===== config.mk =====
export PLATFORM = sky130hd
export DESIGN_NAME = ftl_top
export DESIGN_NICKNAME = d
export VERILOG_FILES = /design/src/verilog/ftl_pkg.sv /design/src/verilog/ftl_log_if.sv /design/src/verilog/ftl_log_store.sv /design/src/verilog/ftl_top.sv
export SDC_FILE = /design/constraint.sdc
export NUM_CORES = 2
export LEC_CHECK = 0
export BUFFER_PORTS_ARGS = -buffer_cell sky130_fd_sc_hd__buf_2
export CAP_MARGIN = 10
export CORE_ASPECT_RATIO = 1.25
export CORE_UTILIZATION = 25
export CTS_BUF_LIST = sky130_fd_sc_hd__clkbuf_4 sky130_fd_sc_hd__clkbuf_8
export CTS_CLUSTER_SIZE = 12
export DETAILED_ROUTE_END_ITERATION = 7
export HOLD_SLACK_MARGIN = 0.02
export SYNTH_ARGS = -nofsm -noshare
export SYNTH_HDL_FRONTEND = slang
export SYNTH_SLANG_ARGS = --single-unit
export TNS_END_PERCENT = 10

===== constraint.sdc =====
create_clock -name clk_i -period 3.95 [get_ports clk_i]
set_input_delay 0.1975 -clock clk_i [delete_from_list [all_inputs] [get_ports clk_i]]
set_output_delay 0.1975 -clock clk_i [all_outputs]
set_load 0.01 [all_outputs]

===== src/verilog/ftl_pkg.sv =====
package ftl_pkg;

	// ----------------------------------------
	// Log geometry
	// ----------------------------------------
	localparam int FTL_LOG_N = 32;
	localparam int FTL_FROZEN_N = 16;
	localparam int FTL_RING_N = 16;
	localparam int FTL_REC_W = 32;

	// ----------------------------------------
	// Register byte offsets
	// ----------------------------------------
	localparam logic [7:0] FTL_OFS_CTRL = 8'h00;
	localparam logic [7:0] FTL_OFS_STATUS = 8'h04;
	localparam logic [7:0] FTL_OFS_LOG_IDX = 8'h08;
	localparam logic [7:0] FTL_OFS_LOG_DATA = 8'h0C;
	localparam logic [7:0] FTL_OFS_PT_CFG = 8'h10;
	localparam logic [7:0] FTL_OFS_SUB_SEL = 8'h14;
	localparam logic [7:0] FTL_OFS_SUB_STAT = 8'h18;

	// ----------------------------------------
	// Control fields and reset values
	// ----------------------------------------
	localparam int FTL_CTRL_SYNC_BIT = 0;
	localparam int FTL_CTRL_SLOT_LSB = 4;
	localparam int FTL_CTRL_CLEAR_BIT = 8;
	localparam logic [3:0] FTL_SLOT_RST = 4'h0;
	localparam logic [31:0] FTL_PT_CFG_RST = 32'h0000_0000;

	// ----------------------------------------
	// Status bit positions
	// ----------------------------------------
	localparam int FTL_ST_FULL = 0;
	localparam int FTL_ST_LOGGED = 1;
	localparam int FTL_ST_IO_FAULT_OCCURRED_FLAG = 2;
	localparam int FTL_ST_BUS_CTL = 3;
	localparam int FTL_ST_LOST = 4;
	localparam int FTL_ST_ADDED = 5;
	localparam int FTL_ST_OVFL = 6;
	localparam int FTL_ST_CNT_LSB = 8;

	// ----------------------------------------
	// Record layout and fault type codes
	// ----------------------------------------
	localparam logic [3:0] FTL_RACK_ZERO = 4'h0;
	localparam logic [3:0] FTL_T_CTRL_LOST = 4'h1;
	localparam logic [3:0] FTL_T_BUS_FAULT = 4'h2;
	localparam logic [3:0] FTL_T_RESYNC = 4'h3;
	localparam logic [3:0] FTL_T_CTRL_ADDED = 4'h7;

	typedef logic [FTL_REC_W-1:0] ftl_rec_t;

	// Type, rack, slot, subscriber id, remote rack, remote slot
	function automatic ftl_rec_t ftl_make_rec(input logic [3:0] typ,
		input logic [3:0] slot, input logic [7:0] sub,
		input logic [3:0] rrack, input logic [3:0] rslot);
		ftl_make_rec = {typ, FTL_RACK_ZERO, slot, sub, rrack, rslot, 4'h0};
	endfunction

endpackage


===== src/verilog/ftl_log_if.sv =====
`timescale 1ns/10ps
// Log store port: pushes, clear and indexed read-back
interface ftl_log_if;
	import ftl_pkg::*;
	logic push;
	ftl_rec_t push_data;
	logic clear;
	logic [4:0] rd_idx;
	ftl_rec_t rd_data;
	logic [5:0] count;
	logic full;
	logic dropped;

	modport store (input push, push_data, clear, rd_idx,
		output rd_data, count, full, dropped);
	modport user (output push, push_data, clear, rd_idx,
		input rd_data, count, full, dropped);
endinterface


===== src/verilog/ftl_log_store.sv =====
`timescale 1ns/10ps
module ftl_log_store (
	// Clock and reset
	input wire logic clk_i,
	input wire logic rst_i,
	// Log port
	ftl_log_if.store log_if
);
	import ftl_pkg::*;

	ftl_rec_t frozen_reg [FTL_FROZEN_N];
	ftl_rec_t ring_reg [FTL_RING_N];
	logic [4:0] frz_cnt_reg;
	logic [4:0] ring_cnt_reg;
	logic [3:0] head_reg;
	logic [3:0] tail_reg;
	logic frz_open;
	logic ring_full;

	// ----------------------------------------
	// Region selection
	// ----------------------------------------
	assign frz_open = (frz_cnt_reg < 5'(FTL_FROZEN_N));
	assign ring_full = (ring_cnt_reg == 5'(FTL_RING_N));

	// Pointers; clear resets both regions at once
	always_ff @(posedge clk_i) begin
		if (rst_i || log_if.clear) begin
			frz_cnt_reg <= 5'h00;
			ring_cnt_reg <= 5'h00;
			head_reg <= 4'h0;
			tail_reg <= 4'h0;
		end else if (log_if.push) begin
			if (frz_open) begin
				frz_cnt_reg <= 5'(frz_cnt_reg + 5'h01);
			end else if (!ring_full) begin
				ring_cnt_reg <= 5'(ring_cnt_reg + 5'h01);
				tail_reg <= 4'(tail_reg + 4'h1);
			end else begin
				tail_reg <= 4'(tail_reg + 4'h1);
				head_reg <= 4'(head_reg + 4'h1);
			end
		end
	end

	// Record storage; frozen slots are written once per clear
	always_ff @(posedge clk_i) begin
		if (log_if.push && !log_if.clear && !rst_i) begin
			if (frz_open) begin
				frozen_reg[frz_cnt_reg[3:0]] <= log_if.push_data;
			end else begin
				ring_reg[tail_reg] <= log_if.push_data;
			end
		end
	end

	// Overflow pulse: oldest ring record is discarded
	always_ff @(posedge clk_i) begin
		if (rst_i) begin
			log_if.dropped <= 1'b0;
		end else begin
			log_if.dropped <= log_if.push && !log_if.clear && !frz_open &&
				ring_full;
		end
	end

	// ----------------------------------------
	// Read-back in logging order
	// ----------------------------------------
	assign log_if.count = 6'(frz_cnt_reg) + 6'(ring_cnt_reg);
	assign log_if.full = (log_if.count == 6'(FTL_LOG_N));

	always_comb begin
		if (6'(log_if.rd_idx) >= log_if.count) begin
			log_if.rd_data = '0;
		end else if (!log_if.rd_idx[4]) begin
			log_if.rd_data = frozen_reg[log_if.rd_idx[3:0]];
		end else begin
			log_if.rd_data = ring_reg[4'(head_reg + log_if.rd_idx[3:0])];
		end
	end

endmodule


===== src/verilog/ftl_top.sv =====
// Implementation choices: the register offsets and register access over Wishbone.
`timescale 1ns/10ps
module ftl_top #(
	parameter int NUM_POINTS = 32,
	parameter int NUM_SUBS = 256
) (
	// Clock and reset
	input wire logic clk_i,
	input wire logic rst_i,
	// Wishbone slave
	input wire logic wb_cyc_i,
	input wire logic wb_stb_i,
	input wire logic wb_we_i,
	input wire logic [7:0] wb_adr_i,
	input wire logic [3:0] wb_sel_i,
	input wire logic [31:0] wb_dat_i,
	output logic [31:0] wb_dat_o,
	output logic wb_ack_o,
	// Local controller events, one-cycle pulses
	input wire logic ctrl_lost_i,
	input wire logic ctrl_added_i,
	input wire logic ctrl_fault_i,
	input wire logic bus_fault_i,
	input wire logic resync_i,
	// Remote device fault records
	input wire logic dev_evt_valid_i,
	output logic dev_evt_ready_o,
	input wire logic [3:0] dev_evt_type_i,
	input wire logic [7:0] dev_evt_sub_i,
	input wire logic [3:0] dev_evt_rrack_i,
	input wire logic [3:0] dev_evt_rslot_i,
	// Subscriber status and presence list
	input wire logic sub_stat_valid_i,
	input wire logic [7:0] sub_stat_id_i,
	input wire logic sub_remote_io_i,
	input wire logic sub_bus_fail_i,
	input wire logic sub_lost_i,
	input wire logic sub_module_fault_i,
	input wire logic pres_valid_i,
	input wire logic [7:0] pres_id_i,
	input wire logic pres_present_i,
	// Point validators
	input wire logic [NUM_POINTS-1:0] pt_consumed_i,
	input wire logic [NUM_POINTS-1:0] pt_circuit_fault_i,
	input wire logic [NUM_POINTS-1:0] pt_hi_alarm_i,
	input wire logic [NUM_POINTS-1:0] pt_lo_alarm_i,
	// Indications
	output logic [NUM_POINTS-1:0] point_fault_o,
	output logic [NUM_POINTS-1:0] no_fault_indication_o,
	output logic [NUM_POINTS-1:0] high_alarm_indication_o,
	output logic [NUM_POINTS-1:0] low_alarm_indication_o,
	output logic [NUM_SUBS-1:0] sub_fault_o,
	output logic bus_controller_unit_fault_o,
	// Status flags
	output logic log_full_o,
	output logic fault_logged_flag_o,
	output logic io_fault_occurred_flag_o,
	output logic bus_or_controller_fault_flag_o,
	output logic controller_lost_flag_o,
	output logic controller_added_flag_o
);
	import ftl_pkg::*;

	// ----------------------------------------
	// Parameter checks
	// ----------------------------------------
	if (NUM_POINTS < 1 || NUM_POINTS > 32) begin : g_bad_points
		$error("NUM_POINTS must be 1 to 32");
	end
	if (NUM_SUBS < 1 || NUM_SUBS > 256) begin : g_bad_subs
		$error("NUM_SUBS must be 1 to 256");
	end

	ftl_log_if log_bus ();

	logic sync_mode_reg;
	logic [3:0] slot_reg;
	logic [4:0] log_idx_reg;
	logic [NUM_POINTS-1:0] pt_cfg_reg;
	logic [7:0] sub_sel_reg;
	logic [NUM_SUBS-1:0] sub_fault_reg;
	logic [3:0] pend_reg;
	logic [3:0] pend_next;
	logic [3:0] pend_svc;
	logic logged_reg;
	logic io_fault_occurred_flag_reg;
	logic bus_ctl_reg;
	logic lost_reg;
	logic added_reg;
	logic ovfl_reg;
	logic wb_req;
	logic wr_stb;
	logic rd_sel_sub;
	logic [31:0] status_word;
	logic [31:0] rd_word;
	logic [31:0] w1c;
	logic clear_req;
	logic dev_push;

	// ----------------------------------------
	// Wishbone decode
	// ----------------------------------------
	// One answer per request; ack low for a cycle between requests
	assign wb_req = wb_cyc_i && wb_stb_i && !wb_ack_o;
	assign wr_stb = wb_req && wb_we_i;
	assign w1c = (wr_stb && wb_adr_i == FTL_OFS_STATUS && wb_sel_i[0]) ?
		wb_dat_i : 32'h0000_0000;
	assign clear_req = wr_stb && wb_adr_i == FTL_OFS_CTRL && wb_sel_i[1] &&
		wb_dat_i[FTL_CTRL_CLEAR_BIT];

	always_ff @(posedge clk_i) begin
		if (rst_i) begin
			wb_ack_o <= 1'b0;
		end else begin
			wb_ack_o <= wb_req;
		end
	end

	// Control register; clear bit is a write-only strobe
	always_ff @(posedge clk_i) begin
		if (rst_i) begin
			sync_mode_reg <= 1'b0;
			slot_reg <= FTL_SLOT_RST;
		end else if (wr_stb && wb_adr_i == FTL_OFS_CTRL && wb_sel_i[0]) begin
			sync_mode_reg <= wb_dat_i[FTL_CTRL_SYNC_BIT];
			slot_reg <= wb_dat_i[FTL_CTRL_SLOT_LSB +: 4];
		end
	end

	// Read index into the log
	always_ff @(posedge clk_i) begin
		if (rst_i) begin
			log_idx_reg <= 5'h00;
		end else if (wr_stb && wb_adr_i == FTL_OFS_LOG_IDX && wb_sel_i[0]) begin
			log_idx_reg <= wb_dat_i[4:0];
		end
	end

	// Validator configuration per point
	always_ff @(posedge clk_i) begin
		if (rst_i) begin
			pt_cfg_reg <= FTL_PT_CFG_RST[NUM_POINTS-1:0];
		end else if (wr_stb && wb_adr_i == FTL_OFS_PT_CFG) begin
			for (int b = 0; b < NUM_POINTS; b++) begin
				if (wb_sel_i[b / 8]) begin
					pt_cfg_reg[b] <= wb_dat_i[b];
				end
			end
		end
	end

	// Subscriber selector for read-back
	always_ff @(posedge clk_i) begin
		if (rst_i) begin
			sub_sel_reg <= 8'h00;
		end else if (wr_stb && wb_adr_i == FTL_OFS_SUB_SEL && wb_sel_i[0]) begin
			sub_sel_reg <= wb_dat_i[7:0];
		end
	end

	// ----------------------------------------
	// Read mux; unmapped offsets read zero
	// ----------------------------------------
	assign rd_sel_sub = (32'(sub_sel_reg) < NUM_SUBS) ?
		sub_fault_reg[sub_sel_reg] : 1'b0;

	assign status_word = {16'h0000, 2'b00, log_bus.count, 1'b0, ovfl_reg,
		added_reg, lost_reg, bus_ctl_reg, io_fault_occurred_flag_reg, logged_reg,
		log_bus.full};

	always_comb begin
		unique case (wb_adr_i)
			FTL_OFS_CTRL: rd_word = 32'({slot_reg, 3'b000, sync_mode_reg});
			FTL_OFS_STATUS: rd_word = status_word;
			FTL_OFS_LOG_IDX: rd_word = 32'(log_idx_reg);
			FTL_OFS_LOG_DATA: rd_word = log_bus.rd_data;
			FTL_OFS_PT_CFG: rd_word = 32'(pt_cfg_reg);
			FTL_OFS_SUB_SEL: rd_word = 32'(sub_sel_reg);
			FTL_OFS_SUB_STAT: rd_word = 32'({bus_controller_unit_fault_o,
				rd_sel_sub});
			default: rd_word = 32'h0000_0000;
		endcase
	end

	// Read data held in a register with the ack
	always_ff @(posedge clk_i) begin
		if (rst_i) begin
			wb_dat_o <= 32'h0000_0000;
		end else if (wb_req && !wb_we_i) begin
			wb_dat_o <= rd_word;
		end
	end

	// ----------------------------------------
	// Local event queue
	// ----------------------------------------
	// Simultaneous lost, bus fault, added and, in sync mode, resync pulses are all kept; ctrl_fault_i is not queued; one record enters per cycle
	always_comb begin
		pend_svc = 4'h0;
		if (pend_reg[0]) begin
			pend_svc = 4'h1;
		end else if (pend_reg[1]) begin
			pend_svc = 4'h2;
		end else if (pend_reg[2]) begin
			pend_svc = 4'h4;
		end else if (pend_reg[3]) begin
			pend_svc = 4'h8;
		end
		pend_next = (pend_reg & ~pend_svc) | {ctrl_added_i,
			resync_i && sync_mode_reg, bus_fault_i, ctrl_lost_i};
	end

	always_ff @(posedge clk_i) begin
		if (rst_i || clear_req) begin
			pend_reg <= 4'h0;
		end else begin
			pend_reg <= pend_next;
		end
	end

	// Remote records wait while a local one is queued
	assign dev_evt_ready_o = (pend_reg == 4'h0) && !clear_req;
	assign dev_push = dev_evt_valid_i && dev_evt_ready_o;

	// ----------------------------------------
	// Log port; alarms have no path here
	// ----------------------------------------
	assign log_bus.clear = clear_req;
	assign log_bus.rd_idx = log_idx_reg;
	assign log_bus.push = (pend_reg != 4'h0 || dev_push) && !clear_req;

	always_comb begin
		unique case (pend_svc)
			4'h1: log_bus.push_data = ftl_make_rec(FTL_T_CTRL_LOST, slot_reg,
				8'h00, 4'h0, 4'h0);
			4'h2: log_bus.push_data = ftl_make_rec(FTL_T_BUS_FAULT, slot_reg,
				8'h00, 4'h0, 4'h0);
			4'h4: log_bus.push_data = ftl_make_rec(FTL_T_RESYNC, slot_reg,
				8'h00, 4'h0, 4'h0);
			4'h8: log_bus.push_data = ftl_make_rec(FTL_T_CTRL_ADDED, slot_reg,
				8'h00, 4'h0, 4'h0);
			default: log_bus.push_data = ftl_make_rec(dev_evt_type_i,
				slot_reg, dev_evt_sub_i, dev_evt_rrack_i,
				dev_evt_rslot_i);
		endcase
	end

	ftl_log_store u_store (
		.clk_i(clk_i),
		.rst_i(rst_i),
		.log_if(log_bus.store)
	);

	// ----------------------------------------
	// Sticky status flags, set beats clear
	// ----------------------------------------
	always_ff @(posedge clk_i) begin
		if (rst_i) begin
			logged_reg <= 1'b0;
		end else begin
			logged_reg <= log_bus.push || (logged_reg &&
				!w1c[FTL_ST_LOGGED]);
		end
	end

	// Remote device records count as I/O faults
	always_ff @(posedge clk_i) begin
		if (rst_i) begin
			io_fault_occurred_flag_reg <= 1'b0;
		end else begin
			io_fault_occurred_flag_reg <= dev_push || (io_fault_occurred_flag_reg && !w1c[FTL_ST_IO_FAULT_OCCURRED_FLAG]);
		end
	end

	always_ff @(posedge clk_i) begin
		if (rst_i) begin
			bus_ctl_reg <= 1'b0;
		end else begin
			bus_ctl_reg <= bus_fault_i || ctrl_fault_i || ctrl_lost_i ||
				(bus_ctl_reg && !w1c[FTL_ST_BUS_CTL]);
		end
	end

	// Lost and added kept apart
	always_ff @(posedge clk_i) begin
		if (rst_i) begin
			lost_reg <= 1'b0;
			added_reg <= 1'b0;
		end else begin
			lost_reg <= ctrl_lost_i || (lost_reg && !w1c[FTL_ST_LOST]);
			added_reg <= ctrl_added_i || (added_reg &&
				!w1c[FTL_ST_ADDED]);
		end
	end

	// Overflow marks that a ring record was discarded
	always_ff @(posedge clk_i) begin
		if (rst_i) begin
			ovfl_reg <= 1'b0;
		end else begin
			ovfl_reg <= log_bus.dropped || (ovfl_reg && !w1c[FTL_ST_OVFL]);
		end
	end

	// ----------------------------------------
	// Subscriber fault indications
	// ----------------------------------------
	// Start faulted: nothing is known until status arrives
	always_ff @(posedge clk_i) begin
		if (rst_i) begin
			sub_fault_reg <= '1;
		end else begin
			for (int s = 0; s < NUM_SUBS; s++) begin
				if (sub_stat_valid_i && 32'(sub_stat_id_i) == s) begin
					sub_fault_reg[s] <= sub_bus_fail_i || sub_lost_i ||
						(sub_remote_io_i && sub_module_fault_i);
				end else if (pres_valid_i && 32'(pres_id_i) == s) begin
					if (!pres_present_i) begin
						sub_fault_reg[s] <= 1'b1;
					end else if (!sub_stat_valid_i) begin
						sub_fault_reg[s] <= sub_fault_reg[s];
					end
				end
			end
		end
	end

	assign sub_fault_o = sub_fault_reg;
	assign bus_controller_unit_fault_o = |sub_fault_reg;

	// ----------------------------------------
	// Point indications, registered
	// ----------------------------------------
	// Alarm inputs feed only the alarm outputs
	always_ff @(posedge clk_i) begin
		if (rst_i) begin
			point_fault_o <= '0;
			no_fault_indication_o <= '0;
		end else begin
			point_fault_o <= pt_cfg_reg & ~pt_consumed_i;
			no_fault_indication_o <= ~pt_circuit_fault_i;
		end
	end

	always_ff @(posedge clk_i) begin
		if (rst_i) begin
			high_alarm_indication_o <= '0;
			low_alarm_indication_o <= '0;
		end else begin
			high_alarm_indication_o <= pt_hi_alarm_i;
			low_alarm_indication_o <= pt_lo_alarm_i;
		end
	end

	// ----------------------------------------
	// Flag outputs
	// ----------------------------------------
	assign log_full_o = log_bus.full;
	assign fault_logged_flag_o = logged_reg;
	assign io_fault_occurred_flag_o = io_fault_occurred_flag_reg;
	assign bus_or_controller_fault_flag_o = bus_ctl_reg;
	assign controller_lost_flag_o = lost_reg;
	assign controller_added_flag_o = added_reg;

endmodule

==> metrics.txt <==
status=complete, no violations; worst hold start=wb_adr_i[6]; initial antenna violation count=62; CTS max path bufs=3; Synth Instances=3716; final layout net count=5166; CP startpoint kind=flop; Clk pwr share=43.5%; Die Y=514 um; Slew Viols, Final=0; Crit. End Element=output port; clk sink count=1268; mux cell area share after synthesis=14.2%; post-synthesis sequential area ratio=63.0%; Initial Util=25.2%; Mean Syn Cell Area=14.1 um2; Worst Reg-to-Reg Cells=15; NetSw=6.72 mW; IO Pins=651; Clk Latency, worst-skew pair=0.99 ns; GRT Util Overall=20.2%; post-synthesis async set-or-reset flop share=0%; adder-cell share of the synthesized area=0.649%; R2R Setup Slk=0.50 ns; post-route ant nets=0; Compound-Gate Fraction of Synth Area=12.1%; # Post-CTS Setup Buffers=0; syn nets=3968; Crit Path Class=flop to output port; Layout Area Growth over Synthesis=31.6%; Die Wd=412 um; worst slew pin tran=1.22 ns; die area=0.212 mm2; Combinational Power Share=5.5%; largest net degree at the start of global routing=178; Setup Skew=0.0788 ns; routed vias/inst=5.26; WHS Path Cells=5; largest family of logic cells by synthesized area=multiplexers; Residual DRC=0; CP Max Fanout=6; CTS H-tree lvls=4; layout cells sized above 1=30.8%; setup tns final=0 ns; RePlAce Congestion=0.948; Seq pwr share=51.0%; drt wl/cell=28.4 um; Synth Warn #=0; max-cap viol count=0; R2R Path End=wb_dat_o[14]; CTS Buf Count=203; PwrDens=405 mW/mm2; final WL=223000 um; drt first pass iters=7; register bit count reported by yosys=1268; fin crit period=3.67 ns; RSZ-0062 raised after global routing=no; Sw Share=24.0%; Leak=23.7 nW; Final Hold Viols=0; Worst EP required=3.75 ns; hold endpoint=wb_dat_o[9]; Worst EP arrival=3.47 ns; Post-Synth XOR/XNOR Area=0.301%; library cells used by synthesis=76; Post-CTS Hold Fix Bufs=478; DR iter-0 viols=5390; Post-Syn Area=0.0525 mm2; global-route wire length before repair=304000 um; Buffers on Ports=650; num rows=187; CTS tree=built; post-DP HPWL=152000 um; final setup margin=0.281 ns; gr ovfl total=0; final setup vio count=0; DP Worst Slack=0.513 ns; Slew headroom=18.7%; simple-gate share of the synthesized area=6.82%; Worst Hold Class=input port to flop; Primary FF master, synth=edfxtp_1; Power Internal=21.2 mW; clock slew at reported path FFs=0.06 ns; Crit Reg-Reg Startpoint=u_store.frz_cnt_reg[0]; vias in the first global route=39800; post-route clock period utilization=92.9%; maximum vdd drop=0.000374 V; Max Freq=0.273 GHz; Root Buffer=clkbuf_8; number of synthesized flops with an enable pin=768; via count=41200; core area=0.208 mm2; CTS resizes=0
## through the flow
step / hold WS [ns] / instances / area [um2] / total power, mW / util [%]
after floorplan: 0.264 / 3716 / 52500 / 15.0 / -
after global placement: 0.353 / 6969 / 59800 / 15.7 / 28.7
after detailed placement: 0.356 / 6969 / 59800 / 15.7 / 28.7
after CTS: 0.0215 / 7817 / 68900 / 28.1 / 33.1
after global routing: 0.0473 / 7830 / 69000 / 28.8 / 33.2
final: 0.107 / 7845 / 69000 / 27.9 / 33.2
## cells by family (layout without fill, tap and decap cells)
logic type / after synthesis / after routing
AO/OA/AOI/OAI: 958 / 958
other: 0 / 26
adder cells (fa/ha/maj): 26 / 26
XOR/XNOR: 18 / 18
buffers and inverters: 357 / 1720
multiplexers: 401 / 401
AND/OR/NAND/NOR: 688 / 688
flip-flops: 1268 / 1268
## metal layers
| layer | track usage [%] | wire [um] |
|---|---|---|
| met3 | 5.12 | 23400 |
| met5 | 0 | 97 |
| met4 | 8.38 | 10300 |
| met1 | 24.9 | 83800 |
| met2 | 33.4 | 105000 |
## cell usage after synthesis, drive strengths merged (8+ instances only)
master / count / area [um2]
edfxtp: 768 / 23100
a21oi: 578 / 2900
dfxtp: 500 / 10000
mux4: 273 / 6160
clkbuf: 245 / 921
a311o: 240 / 2400
nor2: 209 / 812
mux2i: 107 / 1070
nand2: 103 / 387
nor2b: 80 / 500
buf: 74 / 443
nor4: 72 / 450
nand3: 42 / 215
inv: 38 / 143
nor3: 36 / 203
nor3b: 34 / 255
a22oi: 30 / 225
and2: 25 / 156
nand4: 25 / 156
o21ai: 25 / 125
ha: 24 / 300
mux2: 21 / 236
nand2b: 18 / 113
or2: 18 / 113
o221ai: 16 / 140
xor2: 10 / 87.6
a211oi: 9 / 67.6
a22o: 9 / 78.8
a211o: 8 / 71.3
xnor2: 8 / 70.1
## cells in the final DEF, fill, tap and decap left out, types with 25 or more instances in the layout
cell type / n
dfxtp_1: 494
a22oi_1: 30
nor2b_1: 80
buf_2: 649
nor3b_1: 33
clkinv_1: 41
clkbuf_8: 221
diode_2: 26
dlygate4sd3_1: 478
buf_12: 25
a21oi_1: 577
nand3_1: 41
mux4_2: 270
nor2_2: 50
buf_4: 158
o21ai_0: 25
clkbuf_4: 51
nor4_1: 71
mux2i_1: 107
nand4_1: 25
inv_1: 38
edfxtp_1: 768
a311o_1: 240
nand2_1: 103
nor2_1: 155
## how the worst max path moves through the flow
| stage | endpoint | slack [ns] | from |
|---|---|---|---|
| 4_1_cts | log_full_o | 0.11 | u_store.frz_cnt_reg[0] |
| 3_3_place_gp | wb_dat_o[23] | 0.42 | u_store.frz_cnt_reg[0] |
| 3_5_place_dp | wb_dat_o[14] | 0.51 | u_store.frz_cnt_reg[0] |
| 5_1_grt | log_full_o | 0.03 | u_store.frz_cnt_reg[0] |
| 2_1_floorplan | u_store.frozen_reg[3][10] | 0.24 | wb_ack_o |
| 6_report | log_full_o | 0.28 | u_store.frz_cnt_reg[0] |
## power by group through the flow
stage	Clock [mW]	Combinational (mW)	Sequential, mW
floorplan	0	0.495	14.5
global route	12.9	1.61	14.2
CTS	12.3	1.51	14.2
global placement	0	1.17	14.5
detailed placement	0	1.19	14.5
finish	12.2	1.54	14.2
## critical path: stages (launching register included)
cell and delay (ns):
dfxtp_1 0.44, ha_1 0.21, inv_1 0.06, fa_1 0.40
nor2b_1 0.13, o21ai_0 0.10, a21boi_0 0.26, o211ai_1 0.24
nor2_1 0.38, buf_2 0.32
## area by class of cell
class / instances / area, um2
antenna: 26 / 65.1
clock buffer: 272 / 3420
clock inverter: 98 / 936
fill: 20200 / 139000
inverter: 38 / 143
multi-input combinational: 2091 / 18200
sequential: 1268 / 33100
tap: 2740 / 3430
timing repair buffer: 1312 / 9750
No activity file was read; power rests on OpenSTA's default activity.
